[src/csmh_pkg.sv]
// Constants, modes and state types for the configuration start and handshake block
package csmh_pkg;
	localparam int CLK_PERIOD_NS = 40;
	localparam int CLR_CYCLE_NS = 1000;
	localparam int CLR_CYCLES = (CLR_CYCLE_NS + CLK_PERIOD_NS - 1) / CLK_PERIOD_NS;
	localparam int CLR_W = 6;
	localparam logic [CLR_W-1:0] CLR_LAST = CLR_W'(CLR_CYCLES - 1);
	localparam logic [CLR_W-1:0] CLR_ZERO = 6'h00;
	localparam int ADDR_W = 18;
	localparam int DATA_W = 8;
	localparam int MODE_W = 3;
	localparam int SYNC_W = 17;
	localparam logic [ADDR_W-1:0] ADDR_ZERO = 18'h00000;
	localparam logic [ADDR_W-1:0] ADDR_ONE = 18'h00001;
	localparam logic [6:0] LOW_BITS_HIGH = 7'h7F;
	localparam logic [DATA_W-1:0] BYTE_ZERO = 8'h00;
	// Mode pin encodings
	localparam logic [MODE_W-1:0] MODE_SLAVE_SERIAL = 3'h7;
	localparam logic [MODE_W-1:0] MODE_MASTER_SERIAL = 3'h0;
	localparam logic [MODE_W-1:0] MODE_MASTER_PARALLEL = 3'h6;
	localparam logic [MODE_W-1:0] MODE_PERIPH_SYNC = 3'h3;
	localparam logic [MODE_W-1:0] MODE_PERIPH_ASYNC = 3'h5;
	// Synchroniser bit positions
	localparam int SY_PROG = 0;
	localparam int SY_INIT = 1;
	localparam int SY_MODE0 = 2;
	localparam int SY_MODE1 = 3;
	localparam int SY_MODE2 = 4;
	localparam int SY_CSLOW = 5;
	localparam int SY_CSHIGH = 6;
	localparam int SY_WSTRB = 7;
	localparam int SY_RSTRB = 8;
	localparam int SY_DATA = 9;
	localparam logic [SYNC_W-1:0] SYNC_RESET = 17'h001FD;

	typedef enum logic [2:0] {
		ST_CLEAR,
		ST_FINISH,
		ST_EXTRA,
		ST_WAIT,
		ST_LOAD,
		ST_USER
	} csmh_state_t;

	function automatic logic csmh_is_periph(input logic [MODE_W-1:0] m);
		return (m == MODE_PERIPH_ASYNC) || (m == MODE_PERIPH_SYNC);
	endfunction : csmh_is_periph
endpackage : csmh_pkg

[src/csmh_sync.sv]
// Two-stage synchroniser for pin inputs
`timescale 1ns/1ps
module csmh_sync (
	input wire logic clock, // System clock
	input wire logic arst_n, // Async reset, active low
	input wire logic [csmh_pkg::SYNC_W-1:0] pinIn, // Raw pin levels
	output logic [csmh_pkg::SYNC_W-1:0] syncOut // Synchronised levels
);
	import csmh_pkg::*;

	typedef struct packed {
		logic [SYNC_W-1:0] stage1;
		logic [SYNC_W-1:0] stage2;
	} csmh_sync_t;

	csmh_sync_t s_r, s_nxt;

	always_comb begin
		s_nxt = s_r;
		s_nxt.stage1 = pinIn;
		s_nxt.stage2 = s_r.stage1;
	end

	always_ff @(posedge clock or negedge arst_n) begin
		if (!arst_n) begin
			s_r <= {SYNC_RESET, SYNC_RESET};
		end else begin
			s_r <= s_nxt;
		end
	end

	assign syncOut = s_r.stage2;
endmodule : csmh_sync

[src/csmh_config_ctrl.sv]
// Configuration start, mode sampling and load handshake control
`timescale 1ns/1ps
module csmh_config_ctrl (
	input wire logic clock, // 25 MHz system clock
	input wire logic arst_n, // Async reset, active low
	input wire logic programReqPin_n, // Clear request pin, active low
	input wire logic initPinIn, // Level seen on init pin
	output logic initOe, // Init pin pulled low when high
	output logic eraseMem, // Configuration memory erase
	input wire logic cfg_mode_sel_0, // Mode pin 0 (weak pull-up outside)
	input wire logic cfg_mode_sel_1, // Mode pin 1 (weak pull-up outside)
	input wire logic cfg_mode_sel_2, // Mode pin 2 (weak pull-up outside)
	output logic [csmh_pkg::MODE_W-1:0] modeSampled, // Captured mode
	output logic modeSel0User, // Mode pin 0 as user input
	output logic modeSel2User, // Mode pin 2 as user input
	input wire logic userSel1Out, // User value for mode pin 1
	input wire logic userSel1Oe, // User enable for mode pin 1
	output logic modeSel1Out, // Mode pin 1 output
	output logic modeSel1Oe, // Mode pin 1 output enable
	input wire logic chip_select_low_active, // Chip select, active low pin
	input wire logic chip_select_high_active, // Chip select, active high pin
	input wire logic write_strobe_n, // Write strobe pin
	input wire logic read_strobe_n, // Read strobe pin
	input wire logic [csmh_pkg::DATA_W-1:0] dataPinIn, // Data pins in
	output logic top_data_bit, // Status on data bit 7
	output logic [6:0] dataLowOut, // Data bits 6..0 out
	output logic dataOe, // Data pins output enable
	output logic [csmh_pkg::DATA_W-1:0] cfgByte, // Buffered byte to loader
	output logic cfgByteValid, // Byte buffer full
	input wire logic loaderTake, // Loader consumes buffered byte
	input wire logic cfgDone, // Loader signals configuration done
	output logic readyBusyOut, // Ready/busy pin out
	output logic readyBusyOe, // Ready/busy pin drive enable
	output logic readyBusyPullup, // Ready/busy weak pull-up enable
	input wire logic userRdyOut, // User value for ready/busy pin
	input wire logic userRdyOe, // User enable for ready/busy pin
	input wire logic addrStepReq, // Loader asks for next address
	output logic [csmh_pkg::ADDR_W-1:0] prom_address_out, // PROM address
	output logic promAddrOe, // PROM address drive enable
	output logic addrAdvClk, // Address advance clock
	output logic addrAdvClkOe, // Address advance clock enable
	input wire logic userAclkOut, // User value for address clock pin
	input wire logic userAclkOe, // User enable for address clock pin
	input wire logic scanEnable, // Boundary scan enabled
	input wire logic scanTdo, // Scan chain data out
	input wire logic userTdoOut, // User value for test output
	input wire logic userTdoOe, // User enable for test output
	output logic testDataOut, // Test data output pin
	output logic testDataOe // Test data output enable
);
	import csmh_pkg::*;

	typedef struct packed {
		csmh_state_t st;
		logic [CLR_W-1:0] clrCnt;
		logic [MODE_W-1:0] mode;
		logic wsPrev;
		logic bufFull;
		logic [DATA_W-1:0] byteBuf;
		logic initOe;
		logic erase;
		logic sel0User;
		logic sel2User;
		logic sel1Out;
		logic sel1Oe;
		logic topBit;
		logic [6:0] dLow;
		logic dOe;
		logic rdyOut;
		logic rdyOe;
		logic rdyPull;
		logic [ADDR_W-1:0] addr;
		logic addrOe;
		logic aclk;
		logic aclkOe;
		logic tdo;
		logic tdoOe;
	} csmh_ctrl_t;

	csmh_ctrl_t s_r, s_nxt;
	logic [SYNC_W-1:0] pinSync;
	logic progN, selected, wsLow, rsLow, clrWrap, periph, isAsync, isMpar;

	csmh_sync u_sync (
		.clock(clock),
		.arst_n(arst_n),
		.pinIn({dataPinIn, read_strobe_n, write_strobe_n, chip_select_high_active,
			chip_select_low_active, cfg_mode_sel_2, cfg_mode_sel_1, cfg_mode_sel_0,
			initPinIn, programReqPin_n}),
		.syncOut(pinSync)
	);

	assign progN = pinSync[SY_PROG];
	assign selected = !pinSync[SY_CSLOW] && pinSync[SY_CSHIGH];
	assign wsLow = !pinSync[SY_WSTRB];
	assign rsLow = !pinSync[SY_RSTRB];
	assign clrWrap = (s_r.clrCnt == CLR_LAST);
	assign periph = csmh_is_periph(s_r.mode);
	assign isAsync = (s_r.mode == MODE_PERIPH_ASYNC);
	assign isMpar = (s_r.mode == MODE_MASTER_PARALLEL);

	always_comb begin
		s_nxt = s_r;
		s_nxt.wsPrev = wsLow;
		s_nxt.clrCnt = clrWrap ? CLR_ZERO : s_r.clrCnt + 1'b1;
		s_nxt.aclk = 1'b0;
		case (s_r.st)
			ST_CLEAR: begin
				if (progN) begin
					s_nxt.st = ST_FINISH;
				end
			end
			ST_FINISH: begin
				if (clrWrap) begin
					s_nxt.st = ST_EXTRA;
				end
			end
			ST_EXTRA: begin
				if (clrWrap) begin
					s_nxt.st = ST_WAIT;
				end
			end
			ST_WAIT: begin
				if (pinSync[SY_INIT]) begin
					// Open pins read high via pull-ups, giving slave serial
					s_nxt.mode = pinSync[SY_MODE2:SY_MODE0];
					s_nxt.addr = ADDR_ZERO;
					s_nxt.st = ST_LOAD;
				end
			end
			ST_LOAD: begin
				if (loaderTake) begin
					s_nxt.bufFull = 1'b0;
				end
				// Write wins over read; new byte only when empty
				if (isAsync && selected && wsLow && !s_r.wsPrev && !s_r.bufFull) begin
					s_nxt.byteBuf = pinSync[SY_DATA +: DATA_W];
					s_nxt.bufFull = 1'b1;
				end
				// Clock rises, then next cycle the address moves and the clock falls together
				if (isMpar && s_r.aclk) begin
					s_nxt.addr = s_r.addr + ADDR_ONE;
				end
				if (isMpar && addrStepReq && !s_r.aclk) begin
					s_nxt.aclk = 1'b1;
				end
				if (cfgDone) begin
					s_nxt.st = ST_USER;
				end
			end
			ST_USER: begin
				s_nxt.bufFull = 1'b0;
			end
			default: begin
				s_nxt.st = ST_CLEAR;
			end
		endcase
		if (!progN) begin
			s_nxt.st = ST_CLEAR;
			s_nxt.bufFull = 1'b0;
		end
		if (s_nxt.st == ST_CLEAR || (s_r.st == ST_CLEAR && s_nxt.st == ST_FINISH)) begin
			s_nxt.clrCnt = (s_r.st == ST_CLEAR) ? s_nxt.clrCnt : CLR_ZERO;
		end
		// Output stage, all registered
		s_nxt.erase = (s_nxt.st == ST_CLEAR) || (s_nxt.st == ST_FINISH)
			|| (s_nxt.st == ST_EXTRA);
		s_nxt.initOe = s_nxt.erase;
		s_nxt.rdyPull = (s_nxt.st != ST_LOAD) && (s_nxt.st != ST_USER);
		s_nxt.rdyOe = 1'b0;
		s_nxt.rdyOut = 1'b1;
		s_nxt.dOe = 1'b0;
		s_nxt.topBit = 1'b1;
		s_nxt.dLow = LOW_BITS_HIGH;
		s_nxt.addrOe = 1'b0;
		s_nxt.aclkOe = 1'b0;
		s_nxt.sel1Out = 1'b0;
		s_nxt.sel1Oe = 1'b0;
		s_nxt.sel0User = 1'b0;
		s_nxt.sel2User = 1'b0;
		s_nxt.tdo = 1'b0;
		s_nxt.tdoOe = 1'b0;
		if (s_nxt.st == ST_LOAD && csmh_is_periph(s_nxt.mode)) begin
			s_nxt.rdyOe = 1'b1;
			s_nxt.rdyOut = !s_nxt.bufFull;
			if (s_nxt.mode == MODE_PERIPH_ASYNC && selected && rsLow && !wsLow) begin
				s_nxt.dOe = 1'b1;
				s_nxt.topBit = !s_nxt.bufFull;
			end
		end
		if (s_nxt.st == ST_LOAD && s_nxt.mode == MODE_MASTER_PARALLEL) begin
			s_nxt.addrOe = 1'b1;
			s_nxt.aclkOe = 1'b1;
		end
		if (s_nxt.st == ST_USER) begin
			s_nxt.rdyOut = userRdyOut;
			s_nxt.rdyOe = userRdyOe;
			s_nxt.aclk = userAclkOut;
			s_nxt.aclkOe = userAclkOe;
			s_nxt.sel1Out = userSel1Out;
			s_nxt.sel1Oe = userSel1Oe;
			s_nxt.sel0User = pinSync[SY_MODE0];
			s_nxt.sel2User = pinSync[SY_MODE2];
			s_nxt.tdo = userTdoOut;
			s_nxt.tdoOe = userTdoOe;
		end
		if (scanEnable) begin
			s_nxt.tdo = scanTdo;
			s_nxt.tdoOe = 1'b1;
		end
	end

	always_ff @(posedge clock or negedge arst_n) begin
		if (!arst_n) begin
			s_r <= '{st: ST_CLEAR, clrCnt: CLR_ZERO, mode: MODE_SLAVE_SERIAL, wsPrev: 1'b0,
				bufFull: 1'b0, byteBuf: BYTE_ZERO, initOe: 1'b1, erase: 1'b1, sel0User: 1'b0,
				sel2User: 1'b0, sel1Out: 1'b0, sel1Oe: 1'b0, topBit: 1'b1, dLow: LOW_BITS_HIGH,
				dOe: 1'b0, rdyOut: 1'b1, rdyOe: 1'b0, rdyPull: 1'b1, addr: ADDR_ZERO,
				addrOe: 1'b0, aclk: 1'b0, aclkOe: 1'b0, tdo: 1'b0, tdoOe: 1'b0};
		end else begin
			s_r <= s_nxt;
		end
	end

	assign initOe = s_r.initOe;
	assign eraseMem = s_r.erase;
	assign modeSampled = s_r.mode;
	assign modeSel0User = s_r.sel0User;
	assign modeSel2User = s_r.sel2User;
	assign modeSel1Out = s_r.sel1Out;
	assign modeSel1Oe = s_r.sel1Oe;
	assign top_data_bit = s_r.topBit;
	assign dataLowOut = s_r.dLow;
	assign dataOe = s_r.dOe;
	assign cfgByte = s_r.byteBuf;
	assign cfgByteValid = s_r.bufFull;
	assign readyBusyOut = s_r.rdyOut;
	assign readyBusyOe = s_r.rdyOe;
	assign readyBusyPullup = s_r.rdyPull;
	assign prom_address_out = s_r.addr;
	assign promAddrOe = s_r.addrOe;
	assign addrAdvClk = s_r.aclk;
	assign addrAdvClkOe = s_r.aclkOe;
	assign testDataOut = s_r.tdo;
	assign testDataOe = s_r.tdoOe;

	a_clear_erases: assert property (@(posedge clock) disable iff (!arst_n)
		!progN |=> eraseMem && initOe)
		else $error("erase not active during clear request");
	a_extra_clear: assert property (@(posedge clock) disable iff (!arst_n)
		(s_r.st == ST_FINISH && clrWrap && progN) |=> s_r.st == ST_EXTRA && s_r.clrCnt == CLR_ZERO)
		else $error("extra clear cycle not started from zero");
	a_extra_length: assert property (@(posedge clock) disable iff (!arst_n)
		(s_r.st == ST_EXTRA && !clrWrap && progN) |=> s_r.st == ST_EXTRA)
		else $error("extra clear cycle cut short");
	a_init_release: assert property (@(posedge clock) disable iff (!arst_n)
		(s_r.st == ST_EXTRA && clrWrap && progN) |=> !initOe && s_r.st == ST_WAIT)
		else $error("init not released after extra clear");
	a_mode_sample: assert property (@(posedge clock) disable iff (!arst_n)
		(s_r.st != ST_WAIT && $past(s_r.st) != ST_WAIT) |-> $stable(modeSampled))
		else $error("mode changed outside wait state");
	a_no_early_sample: assert property (@(posedge clock) disable iff (!arst_n)
		(s_r.st == ST_WAIT && !pinSync[SY_INIT]) |=> s_r.st != ST_LOAD)
		else $error("mode sampled while init low");
	a_rdy_pullup: assert property (@(posedge clock) disable iff (!arst_n)
		(s_r.st != ST_LOAD && s_r.st != ST_USER) |-> readyBusyPullup && !readyBusyOe)
		else $error("ready/busy driven before init high");
	a_rdy_status: assert property (@(posedge clock) disable iff (!arst_n)
		(s_r.st == ST_LOAD && periph && $past(s_r.st) == ST_LOAD) |-> readyBusyOut == !cfgByteValid)
		else $error("ready/busy does not track buffer");
	a_read_status: assert property (@(posedge clock) disable iff (!arst_n)
		dataOe |-> dataLowOut == LOW_BITS_HIGH && top_data_bit == readyBusyOut)
		else $error("read status bits wrong");
	a_addr_clock: assert property (@(posedge clock) disable iff (!arst_n)
		($changed(prom_address_out) && $past(s_r.st) == ST_LOAD)
		|-> $past(addrAdvClk) && !$past(addrAdvClk, 2))
		else $error("address changed without prior clock rise");
	a_tdo_scan: assert property (@(posedge clock) disable iff (!arst_n)
		scanEnable |=> testDataOe && testDataOut == $past(scanTdo))
		else $error("test output not carrying scan data");
endmodule : csmh_config_ctrl

[config.mk]
export PLATFORM = sky130hd
export DESIGN_NAME = csmh_config_ctrl
export DESIGN_NICKNAME = d
export VERILOG_FILES = /design/src/csmh_pkg.sv /design/src/csmh_sync.sv /design/src/csmh_config_ctrl.sv
export SDC_FILE = /design/constraint.sdc
export NUM_CORES = 1
export LEC_CHECK = 0
export ABC_AREA = 1
export BUFFER_PORTS_ARGS = -buffer_cell sky130_fd_sc_hd__clkbuf_2
export CAP_MARGIN = 40
export CORE_ASPECT_RATIO = 0.8
export CORE_MARGIN = 8
export CORE_UTILIZATION = 49
export DETAILED_ROUTE_END_ITERATION = 7
export GPL_TIMING_DRIVEN = 1
export PLACE_DENSITY = 0.76
export REMOVE_ABC_BUFFERS = 1
export SETUP_SLACK_MARGIN = 0.02
export SLEW_MARGIN = 10
export SYNTH_ARGS = -nofsm -noshare
export SYNTH_HDL_FRONTEND = slang
export SYNTH_SLANG_ARGS = --single-unit
[constraint.sdc]
create_clock -name clock -period 1.4 [get_ports clock]
set_clock_uncertainty 0.05 [all_clocks]
set_input_delay 0.14 -clock clock [delete_from_list [all_inputs] [get_ports clock]]
set_output_delay 0.14 -clock clock [all_outputs]
set_load 0.005 [all_outputs]
==> impl_metrics.tcl <==
set metrics [dict create \
    setup_violations 46 \
    rsz0062_at_grt "yes" \
    setup_ws_ns -0.214 \
    ir_drop_mv 0.744 \
    critPathLaunchType "register" \
    power_frac_clock_pct 31.9 \
    crit_chain "nand2_2 -> nor2_4 -> nand2_4 -> inv_4 -> o21ai_4 -> buf_12 -> nor2_4 -> nand3_1 -> nand2_1 -> inv_1" \
    grt-ovfl-total 0 \
    coreArea_um2 7950 \
    avgViaCountPerCell 4.92 \
    violations "negative setup slack" \
    p_seq_share_pct 55.9 \
    cellPowerDensity_nw_per_um2 862 \
    root_buffer "clkbuf_8" \
    max_freq_mhz 620 \
    status "complete, but fails checks" \
    synthAdderAreaFrac_pct 0.933 \
    clockBufferDepth 2 \
    p_sw_w 0.00130 \
    worstPathRequired_ns 1.64 \
    synth_edf_count 0 \
    endpoint_kind "register" \
    p_leak_nw 2.89 \
    die-area_um2 11400 \
    drv_slew 0 \
    htreeDepth 3 \
    area.growth.synth_to_final_pct 43.5 \
    row_count 29 \
    fin_nets 604 \
    wl_per_cell_um 15.7 \
    synth_compound_area_share_pct 4.07 \
    fin_crit_sh_pct 115 \
    ys_seq_area_share_pct 56.1 \
    cpMostUsedCell "nor2_4" \
    synth-simple-area-share_pct 23.6 \
    pin_count 85 \
    clk_latency_ns 0.35 \
    drtIter0Drc 212 \
    cts.sinks 89 \
    max_stage_delay_ns 0.44 \
    die_h_um 97.0 \
    cts_inserted_buffers 9 \
    synthDistinctLibCells 36 \
    async_flop_share_pct 100 \
    worstSetupPathType "register to register" \
    route.antenna.remaining_nets 0 \
    grt_usage_pct 17.7 \
    die_width_um 117 \
    placed_cell_area_um2 4710 \
    hpwl_um 7090 \
    via_count 3350 \
    cpLargestDelayFamily "simple AND/OR/NAND/NOR gates" \
    portBuffers 77 \
    antenna_found_initial 0 \
    fin_cells 681 \
    hold_class "input pin to register" \
    drive_gt1_share_pct 53.1 \
    grt_pass1_vias 3292 \
    synth-seq-cells 89 \
    drc 0 \
    netlist_area_um2 4020 \
    path_buf_inv 3 \
    cp.arrival_ns 1.85 \
    maxCapViolCount 0 \
    swShare_pct 26.0 \
    yosys_most_used_dff "dfrtp_1" \
    yosysWarnings 0 \
    final_cell_area_um2 5770 \
    crit_fanout 4 \
    grt_max_degree 33 \
    synth_top_family_by_area "simple AND/OR/NAND/NOR gates" \
    start_util_pct 50.6 \
    fin_crit_ns 1.61 \
    tritoncts "built" \
    gp_congestion 0.912 \
    p_comb_share_pct 12.2 \
    grt_pass1_wl_um 16500 \
    clk_pin_slew_worst_paths_ns 0.09 \
    intPower_w 0.00368 \
    antennaDiodeCount 0 \
    syn_avg_cell_area_um2 9.67 \
    dr.pass1.iters 5 \
    placedCellCount 624 \
    routed_wirelength_um 10700 \
    slowest_stage "dfrtp_1" \
    synth_xor_area_share_pct 0.435 \
    hold_viol_final 0 \
    synth_mux_area_share_pct 2.24 \
    synthCells 416 \
]
## flip-flops by register name, summed over array words and instances, names as in the netlist, 3 cells and up
signal            count
cfgByte               8
modeSampled           3
prom_address_out     18
s_r                  10
u_sync.s_nxt         17
u_sync.syncOut       17
## power by group through the flow
stage	Sequential, W	Combinational [W]	Clock [W]
after global routing	0.00279	0.000685	0.00174
after CTS	0.00277	0.000520	0.00164
final	0.00278	0.000609	0.00158
after floorplan	0.00281	0.000185	0
after detailed placement	0.00282	0.000433	0
after global placement	0.00281	0.000418	0
## tightest hold or removal path: stages
cell and delay [ns]:
clkbuf_2 0.09, nand2_1 0.06, or3_1 0.11, a21oi_2 0.05
## through the flow
stage	worst slack (ns)	TNS, ns	hold WS, ns	power, W	util, %
final	-0.214	-5.73	0.0901	0.00498	72.7
after global placement	-0.185	-4.10	0.0502	0.00323	59.3
after global routing	-0.285	-8.86	0.0818	0.00521	72.7
after floorplan	-0.200	-1.65	-0.206	0.00300	-
after CTS	-0.152	-3.96	0.0776	0.00493	67.3
after detailed placement	-0.245	-6.23	0.0505	0.00325	59.3
## final timing paths
kind                                  endpoint  slack (ns)             start  cells after the start
setup / recovery                  readyBusyOut       -0.21           s_r[61]                     10
hold / removal                      addrAdvClk        0.09       addrStepReq                      4
setup reg to reg                  readyBusyOut       -0.21           s_r[61]                     10
hold reg to reg             u_sync.syncOut[11]        0.30  u_sync.s_nxt[11]                      0
max in group asynchronous  prom_address_out[5]        0.49            arst_n                      3
min in group asynchronous     u_sync.s_nxt[13]        0.22            arst_n                      2
## cells in the final DEF, fill, tap and decap left out, drive strengths merged
master	synthesis	layout
a21boi	1	1
a21oi	6	6
buf	41	71
clkbuf	0	87
clkinv	0	3
conb	1	7
dfrtp	66	66
dfstp	23	23
dlygate4sd3	0	27
ha	3	3
inv	50	53
mux2	8	8
nand2	88	88
nand3	27	28
nand3b	2	2
nand4	16	16
nor2	45	45
nor3	11	11
nor3b	3	3
o21a	1	1
o21ai	20	20
or2	1	1
or3	1	1
xnor2	1	1
xor2	1	1
## layout make-up
class	instances	area, µm²
clock buffer	9	124
multi-input combinational	243	1650
inverter	50	200
timing repair buffer	176	1350
fill	515	2170
clock inverter	6	51.3
tap	108	135
sequential	89	2260
## synthesized netlist by cell type (2+ instances only)
master | instances | area, µm²
nand2_4 | 6 | 67.6
dfrtp_1 | 66 | 1650
o21ai_0 | 15 | 75.1
nor3_1 | 9 | 45.0
nand3b_1 | 2 | 15.0
inv_2 | 4 | 15.0
nor3_2 | 2 | 20.0
nand3_4 | 2 | 35.0
nand4_1 | 16 | 100
dfstp_2 | 23 | 604
inv_1 | 45 | 169
buf_2 | 2 | 10.0
o21ai_1 | 4 | 20.0
nand3_1 | 25 | 125
nor2_2 | 4 | 25.0
nand2_1 | 80 | 300
a21oi_1 | 5 | 25.0
nor2_4 | 2 | 22.5
nand2_2 | 2 | 12.5
nor2_1 | 39 | 146
ha_1 | 3 | 37.5
nor3b_1 | 3 | 22.5
buf_4 | 37 | 278
mux2_2 | 8 | 90.1
## logic make-up after synthesis
logic type / Yosys count
buffers and inverters: 91
AOI/OAI and AO/OA: 28
DFF: 89
adders and majority gates: 3
and+or+nand+nor: 194
other: 1
muxes: 8
xor gates and xnor gates: 2
## timing repair
action	4_1_cts	5_1_grt
hold buffers	27	0
endpoints found under the hold margin	76	0
pin swaps	7	24
gates resized for setup	42	94
setup endpoints to repair	46	52
buffers inserted	5	12
cloned	1	2
## metal layers
layer | up-vias | global-route usage (%) | part of all wire [%]
li1 | 1611 | - | -
met1 | 1609 | 22.9 | 42
met2 | 114 | 28.7 | 51
met3 | 16 | 4.53 | 5.6
met4 | 0 | 4.78 | 1.5
met5 | - | 0 | 0
No activity file was read; power rests on OpenSTA's default activity.
